### src/pid_loop_defines.vh
// constants for the pid loop block
`ifndef PID_LOOP_DEFINES_VH
`define PID_LOOP_DEFINES_VH
`define DW 16
`define FRAC 12
`define ONE_Q 16'sh1000
`define ZERO_Q 16'sh0000
`define OUT_MAX_CODE 12'hFFF
`define ST_IDLE 2'h0
`define ST_CALC 2'h1
`define ST_CLAMP 2'h2
`define ST_STORE 2'h3
`endif

### src/pid_loop_bias_antiwindup.v
// position-form pid loop with bias clamping and windup protection
// Functional notes
// - output is gain*error minus rate term plus bias
// - bias starts at initial output, integrates error
// - normalized output clamped to zero..one
// - configurable 12 bit output min/max limits
// - bias clamped to zero..one
// - freeze option holds bias when saturated
// - default back-calculates bias from clamped output
// - error is setpoint minus sampled process variable
// - integral coefficient is gain*period/reset span
// - derivative coefficient is gain*rate span/period
`timescale 1ns/1ps
`include "pid_loop_defines.vh"
module pid_loop_bias_antiwindup (
    input wire clk,
    input wire resetn,
    input wire sample_strobe,
    input wire freeze_bias,
    input wire signed [15:0] setpoint,
    input wire signed [15:0] process_variable,
    input wire signed [15:0] proportional_gain,
    input wire signed [15:0] integral_coefficient,
    input wire signed [15:0] derivative_coefficient,
    input wire signed [15:0] initial_output,
    input wire [11:0] out_min_code,
    input wire [11:0] out_max_code,
    output reg [11:0] control_code,
    output reg signed [15:0] control_norm,
    output reg signed [15:0] bias_term,
    output reg saturated,
    output reg update_done
);
////////////////////////////////////////////////////////////////////////////////
// reset release
reg rst_meta_r;
reg rst_sync_r;
always @(posedge clk or negedge resetn)
begin
    if (!resetn)
    begin
        rst_meta_r <= 1'b0;
        rst_sync_r <= 1'b0;
    end
    else
    begin
        rst_meta_r <= 1'b1;
        rst_sync_r <= rst_meta_r;
    end
end
////////////////////////////////////////////////////////////////////////////////
// arithmetic, all values q4.12, coefficients computed outside
// the coefficients arrive already formed as gain*ts/ti and gain*td/ts
reg [1:0] state_r;
reg signed [15:0] pv_prev_r;
reg pv_valid_r;
reg signed [15:0] err_r;
reg signed [15:0] dpv_r;
reg signed [39:0] pd_r;
reg signed [39:0] cand_r;
reg signed [39:0] raw_r;
reg signed [16:0] err_nxt;
reg signed [16:0] dpv_nxt;
reg signed [39:0] kp_e_nxt;
reg signed [39:0] kr_d_nxt;
reg signed [39:0] ki_e_nxt;
reg signed [39:0] clamped_nxt;
reg sat_nxt;
reg signed [39:0] bias_pick_nxt;
reg signed [39:0] bias_lim_nxt;
reg [23:0] code_full_nxt;
reg [11:0] code_raw_nxt;
reg [11:0] code_lim_nxt;
wire signed [39:0] one_w = 40'sh0000001000;
wire signed [39:0] zero_w = 40'sh0000000000;
////////////////////////////////////////////////////////////////////////////////
// sample differences
always @*
begin
    err_nxt = {setpoint[15], setpoint} - {process_variable[15], process_variable};
    dpv_nxt = 17'sh00000;
    if (pv_valid_r)
    begin
        // no history on the first sample, so no rate kick
        dpv_nxt = {process_variable[15], process_variable} - {pv_prev_r[15], pv_prev_r};
    end
end
////////////////////////////////////////////////////////////////////////////////
// scaled products, q4.12 times q4.12 shifted back to q4.12
always @*
begin
    kp_e_nxt = (proportional_gain * err_r) >>> `FRAC;
    kr_d_nxt = (derivative_coefficient * dpv_r) >>> `FRAC;
    ki_e_nxt = (integral_coefficient * err_r) >>> `FRAC;
end
////////////////////////////////////////////////////////////////////////////////
// output clamp, windup choice and code scaling
always @*
begin
    clamped_nxt = raw_r;
    sat_nxt = 1'b0;
    if (raw_r < zero_w)
    begin
        clamped_nxt = zero_w;
        sat_nxt = 1'b1;
    end
    else if (raw_r > one_w)
    begin
        clamped_nxt = one_w;
        sat_nxt = 1'b1;
    end
    bias_pick_nxt = cand_r;
    if (sat_nxt)
    begin
        if (freeze_bias)
        begin
            bias_pick_nxt = {{24{bias_term[15]}}, bias_term};
        end
        else
        begin
            // reacts at once when the error turns, but rings after setpoint steps
            bias_pick_nxt = clamped_nxt - pd_r;
        end
    end
    // bias clamp applies in every mode
    bias_lim_nxt = bias_pick_nxt;
    if (bias_pick_nxt < zero_w)
    begin
        bias_lim_nxt = zero_w;
    end
    else if (bias_pick_nxt > one_w)
    begin
        bias_lim_nxt = one_w;
    end
    // full scale is 4095, so 1.0 goes straight to the top code
    code_full_nxt = clamped_nxt[12:0] * 13'h0FFF;
    code_raw_nxt = code_full_nxt[23:12];
    if (clamped_nxt[12])
    begin
        code_raw_nxt = `OUT_MAX_CODE;
    end
    code_lim_nxt = code_raw_nxt;
    if (code_raw_nxt < out_min_code)
    begin
        code_lim_nxt = out_min_code;
    end
    if (code_lim_nxt > out_max_code)
    begin
        code_lim_nxt = out_max_code;
    end
end
////////////////////////////////////////////////////////////////////////////////
// sequencer
always @(posedge clk or negedge rst_sync_r)
begin
    if (!rst_sync_r)
    begin
        state_r <= `ST_IDLE;
        pv_prev_r <= 16'sh0000;
        pv_valid_r <= 1'b0;
        err_r <= 16'sh0000;
        dpv_r <= 16'sh0000;
        pd_r <= 40'sh0000000000;
        cand_r <= 40'sh0000000000;
        raw_r <= 40'sh0000000000;
        control_code <= 12'h000;
        control_norm <= 16'sh0000;
        bias_term <= 16'sh0000;
        saturated <= 1'b0;
        update_done <= 1'b0;
    end
    else
    begin
        update_done <= 1'b0;
        case (state_r)
            `ST_IDLE:
            begin
                if (!pv_valid_r && !update_done)
                begin
                    // every idle cycle after reset, until the first sample, loads the initial output
                    bias_term <= initial_output;
                end
                if (sample_strobe)
                begin
                    err_r <= err_nxt[15:0];
                    dpv_r <= dpv_nxt[15:0];
                    pv_prev_r <= process_variable;
                    pv_valid_r <= 1'b1;
                    state_r <= `ST_CALC;
                end
            end
            `ST_CALC:
            begin
                // strobes during a running update are ignored
                cand_r <= ki_e_nxt + {{24{bias_term[15]}}, bias_term};
                pd_r <= kp_e_nxt - kr_d_nxt;
                state_r <= `ST_CLAMP;
            end
            `ST_CLAMP:
            begin
                raw_r <= pd_r + cand_r;
                state_r <= `ST_STORE;
            end
            `ST_STORE:
            begin
                control_norm <= clamped_nxt[15:0];
                control_code <= code_lim_nxt;
                saturated <= sat_nxt;
                bias_term <= bias_lim_nxt[15:0];
                update_done <= 1'b1;
                state_r <= `ST_IDLE;
            end
            default:
            begin
                state_r <= `ST_IDLE;
            end
        endcase
    end
end
endmodule

### config.mk
export PLATFORM = sky130hd
export DESIGN_NAME = pid_loop_bias_antiwindup
export DESIGN_NICKNAME = d
export VERILOG_FILES = /design/src/pid_loop_bias_antiwindup.v
export VERILOG_INCLUDE_DIRS = /design/src
export SDC_FILE = /design/constraint.sdc
export NUM_CORES = 2
export LEC_CHECK = 0
export BUFFER_PORTS_ARGS = -buffer_cell sky130_fd_sc_hd__buf_2
export CELL_PAD_IN_SITES_DETAIL_PLACEMENT = 0
export CELL_PAD_IN_SITES_GLOBAL_PLACEMENT = 1
export CORE_MARGIN = 1
export CORE_UTILIZATION = 45
export DETAILED_ROUTE_END_ITERATION = 16
export GPL_TIMING_DRIVEN = 0
export PLACE_DENSITY_LB_ADDON = 0.1
export SYNTH_ARGS = -nofsm -noshare
export SYNTH_HDL_FRONTEND = slang
export SYNTH_SLANG_ARGS = --single-unit
### constraint.sdc
create_clock -name clk -period 7 [get_ports clk]
set_input_delay 0.35 -clock clk [delete_from_list [all_inputs] [get_ports clk]]
set_output_delay 0.35 -clock clk [all_outputs]
set_load 0.01 [all_outputs]
==> metrics list <==
- Synth cell types: 85
* Total Nets Final: 6,902
* Post-synth EDFFs: 0
* Top-area cell type share of the netlist area: between 30% and 40%
- Die area: 103,000 sq um
* Violations in the final reports: setup timing
* Area of the mapped netlist: 45,700 sq um
- The slowest stage of the critical path is the sky130_fd_sc_hd__fa_1 cell.
- The die is 321 um wide.
- After synthesis, the cell types taking the most area are sky130_fd_sc_hd__fa_1, sky130_fd_sc_hd__ha_1, sky130_fd_sc_hd__dfrtp_1.
- The library cell used most frequently in the layout, excluding fill and tap cells, is sky130_fd_sc_hd__inv_1.
- The startpoint identified for the worst hold timing path is initial_output[14].
- STA classifies the critical path endpoint as a flip-flop.
* Ys async rst share: 100%
* Rel. slew slack: 16.7%
- Clock buffer count from CTS: 17
- CTS built an H-tree with a depth of 4.
* Highest Clock Rate: 104 MHz
- In the global route stage, overall resource usage came out at between 20% and 30%.
* Classification of the worst-slack hold path: in2reg
* Final critical path time including I/O delays and setup: just under 10 ns
- The largest single stage delay on the critical path is between 0.5 and 0.6 ns.
- TritonCTS built the clock tree.
* Global routing's busiest layer: met2
* Pin count of the biggest net entering global routing: 65
* Routed wire length per instance: ~20 um
* Final setup violating endpoints: 41
- STA classifies the critical path startpoint as a flip-flop.
- Cell repeated most along the worst path: sky130_fd_sc_hd__fa_1
- Number of design rule violations left after detail routing: 0
* GRT Residual Overflow: 0
- At the worst endpoint, the arrival time is between 9 and 10 ns.
- The tree is rooted in a sky130_fd_sc_hd__clkbuf_16.
* Worst-margin pin slew: 1.25 ns
* Setup Skew: 0.0250 ns
- Post-synthesis average cell area: 9.04 sq um
* Standard-cell rows: between 100 and 150
* Pre-CTS setup slack: -3.57 ns
- DRC violation total after the first TritonRoute iteration: roughly 1,800
* Antenna violations before repair: 5
- Setup repair after global routing could not meet its margin everywhere.
- Summed over all layers, the routed wires come to 136,000 um.
- Final critical-path share of the clock period: 137%
- Area leader, netlist: sky130_fd_sc_hd__fa_1
* Dominant synthesized flop cell: sky130_fd_sc_hd__dfrtp_1
* Die height: 321 um
- Detailed routing inserted a total of 35,700 vias.
- Port buffer count: 169
- Of the synthesized area, sequential elements account for 9.91%.
* Share of cells above drive strength 1: 17.5%
- Clock-pin slew was measured on the worst setup and hold paths at 0.09 ns.
- The final hold violation count is 0.
* Met3 Resource Use GR: between 3 and 4%
- Later-pin clock latency in the skew report: 0.49 ns
- Once detail routing completed, the nets flagged for antenna violations numbered 0.
- Outcome: finished, violations left
- The tool flagged a number of max-cap violations equal to 0.
* Vias in the first global route: 37,400
* # IOs: 170
- Layout Utilization: between 50% and 60%
- At the worst endpoint, the required time is 7.36 ns.
- The tree built by TritonCTS fans out to between 150 and 200 sinks.
* First-pass GRT wire length: 215,000 um
* Routing usage on met2: 46.1%
- Post-route worst hold slack: 0.108 ns
- No sink is reached through more buffers than the 2 on the longest clock path.
- Top library cells by usage in the layout, fill and taps aside: sky130_fd_sc_hd__inv_1, sky130_fd_sc_hd__fa_1, sky130_fd_sc_hd__nand2_1
- Cell count after synthesis: roughly 5,000
* Startpoint of the worst register-to-register path: raw_r[6]
- DR vias/cell: 5.22
* Worst-path fanout max: 7
* Starting density of the core: 45.6%
- After synthesis the netlist holds a flip-flop and latch count of 181.
* Post-layout worst setup margin: -2.62 ns
- Gpl congestion: about 0.91
- Relative to the synthesized area, the layout overhead comes to 17.1%.
* Launching element of the worst setup path: raw_r[6]
* 1st-pass router iterations: 5
- Count of yosys warnings during synthesis: 0
- Final max-slew violation count: 0
- Half-perimeter wire length of the detailed placement result: 111,000 um
- The core region is roughly 100,000 sq um.
- Global-route track usage on met1: 38.2%
- By startpoint and endpoint, the worst setup path is classified as reg2reg.
## final cells by class
type,instances,area [sq um]
timing repair buffer,378,2770
antenna,1,2.50
multi-input combinational,3653,38600
clock inverter,14,178
clock buffer,18,429
buffer,178,1280
inverter,1061,4000
tap,1357,1700
fill,9504,46800
sequential,181,4560
## stage by stage
stage / TNS [ns] / instances / cell area [sq um]
6_report: -47.61 / 6841 / 53500
5_1_grt: -60.25 / 6841 / 53500
4_1_cts: -46.28 / 6779 / 52200
3_5_place_dp: -93.53 / 6607 / 48900
3_3_place_gp: -310.07 / 6605 / 48900
2_1_floorplan: -24.29 / 5079 / 46300
## flip-flops by register name, indices dropped and copies added, names as in the netlist, 2 cells and up
name          flops
dpv_r            16
bias_term        16
pd_r             21
err_r            16
state_r           2
control_code     12
control_norm     16
raw_r            40
pv_prev_r        16
cand_r           21
## kinds of logic (layout without fill, tap and decap cells)
logic type	count (synthesis)	in the layout	share of synthesized area, %
AOI/OAI and AO/OA	645	645	9.29
xor gates and xnor gates	187	187	3.58
adders and majority gates	1308	1308	50.0
buffers and inverters	1245	1649	10.3
DFF	181	181	9.91
muxes	81	81	1.94
other	2	28	0.0164
and+or+nand+nor	1405	1405	15.0
## final timing paths
kind | end | slack [ns] | depth (start not counted)
max in group asynchronous | err_r[9] | 5.66 | 1
min in group asynchronous | rst_sync_r | 0.15 | 2
setup reg to reg | control_code[4] | -2.62 | 40
hold / removal | bias_term[14] | 0.11 | 3
hold reg to reg | rst_sync_r | 0.36 | 0
setup / recovery | control_code[4] | -2.62 | 40
## Yosys cell counts (17+ instances only)
cell                       instances
sky130_fd_sc_hd__nand4_1          26
sky130_fd_sc_hd__or3_1            20
sky130_fd_sc_hd__xor2_1           59
sky130_fd_sc_hd__o211ai_1         19
sky130_fd_sc_hd__clkbuf_1        171
sky130_fd_sc_hd__a21oi_1         165
sky130_fd_sc_hd__ha_1            443
sky130_fd_sc_hd__nand2_1         617
sky130_fd_sc_hd__o21bai_1         17
sky130_fd_sc_hd__mux2i_1          25
sky130_fd_sc_hd__o31ai_1          25
sky130_fd_sc_hd__xnor2_1         128
sky130_fd_sc_hd__a21o_1           66
sky130_fd_sc_hd__mux2_2           54
sky130_fd_sc_hd__nand2b_1         67
sky130_fd_sc_hd__nor2_1          149
sky130_fd_sc_hd__nor2b_1          21
sky130_fd_sc_hd__o21ai_0         154
sky130_fd_sc_hd__nand3_1          50
sky130_fd_sc_hd__inv_1          1060
sky130_fd_sc_hd__o21a_1           44
sky130_fd_sc_hd__fa_1            865
sky130_fd_sc_hd__and2_1          309
sky130_fd_sc_hd__a31oi_1          26
sky130_fd_sc_hd__nor4_1           18
sky130_fd_sc_hd__nor3_1           54
sky130_fd_sc_hd__dfrtp_1         181
## metal layers
metal  vias to the layer above  share of wire [%]
met5                         -              0.026
met3                       130                4.3
met4                         6                2.0
li1                      16500                  -
met1                     18300                 45
met2                       727                 49
## worst max-delay path: cells and delay by family, from the launching register on
kind                     cells  cell delay [ns]
AO/OA/AOI/OAI               15             2.87
XOR/XNOR                     1             0.24
adder cells (fa/ha/maj)      8             3.22
buffers and inverters        8             1.11
flip-flops                   1             0.43
multiplexers                 2             0.51
AND/OR/NAND/NOR              6             1.11
## timing repair
action                                  4_1_cts  5_1_grt
setup buffers                               143       68
pin swaps                                   132      150
cloned                                        4        2
endpoints found under the hold margin         2        0
hold buffers                                  1        0
gates resized for setup                     361      205
endpoints found under the setup margin       53       49
Power is left out: the tool's default activity adds up to more than one toggle a clock period on the data nets, which glitch-free logic cannot reach.
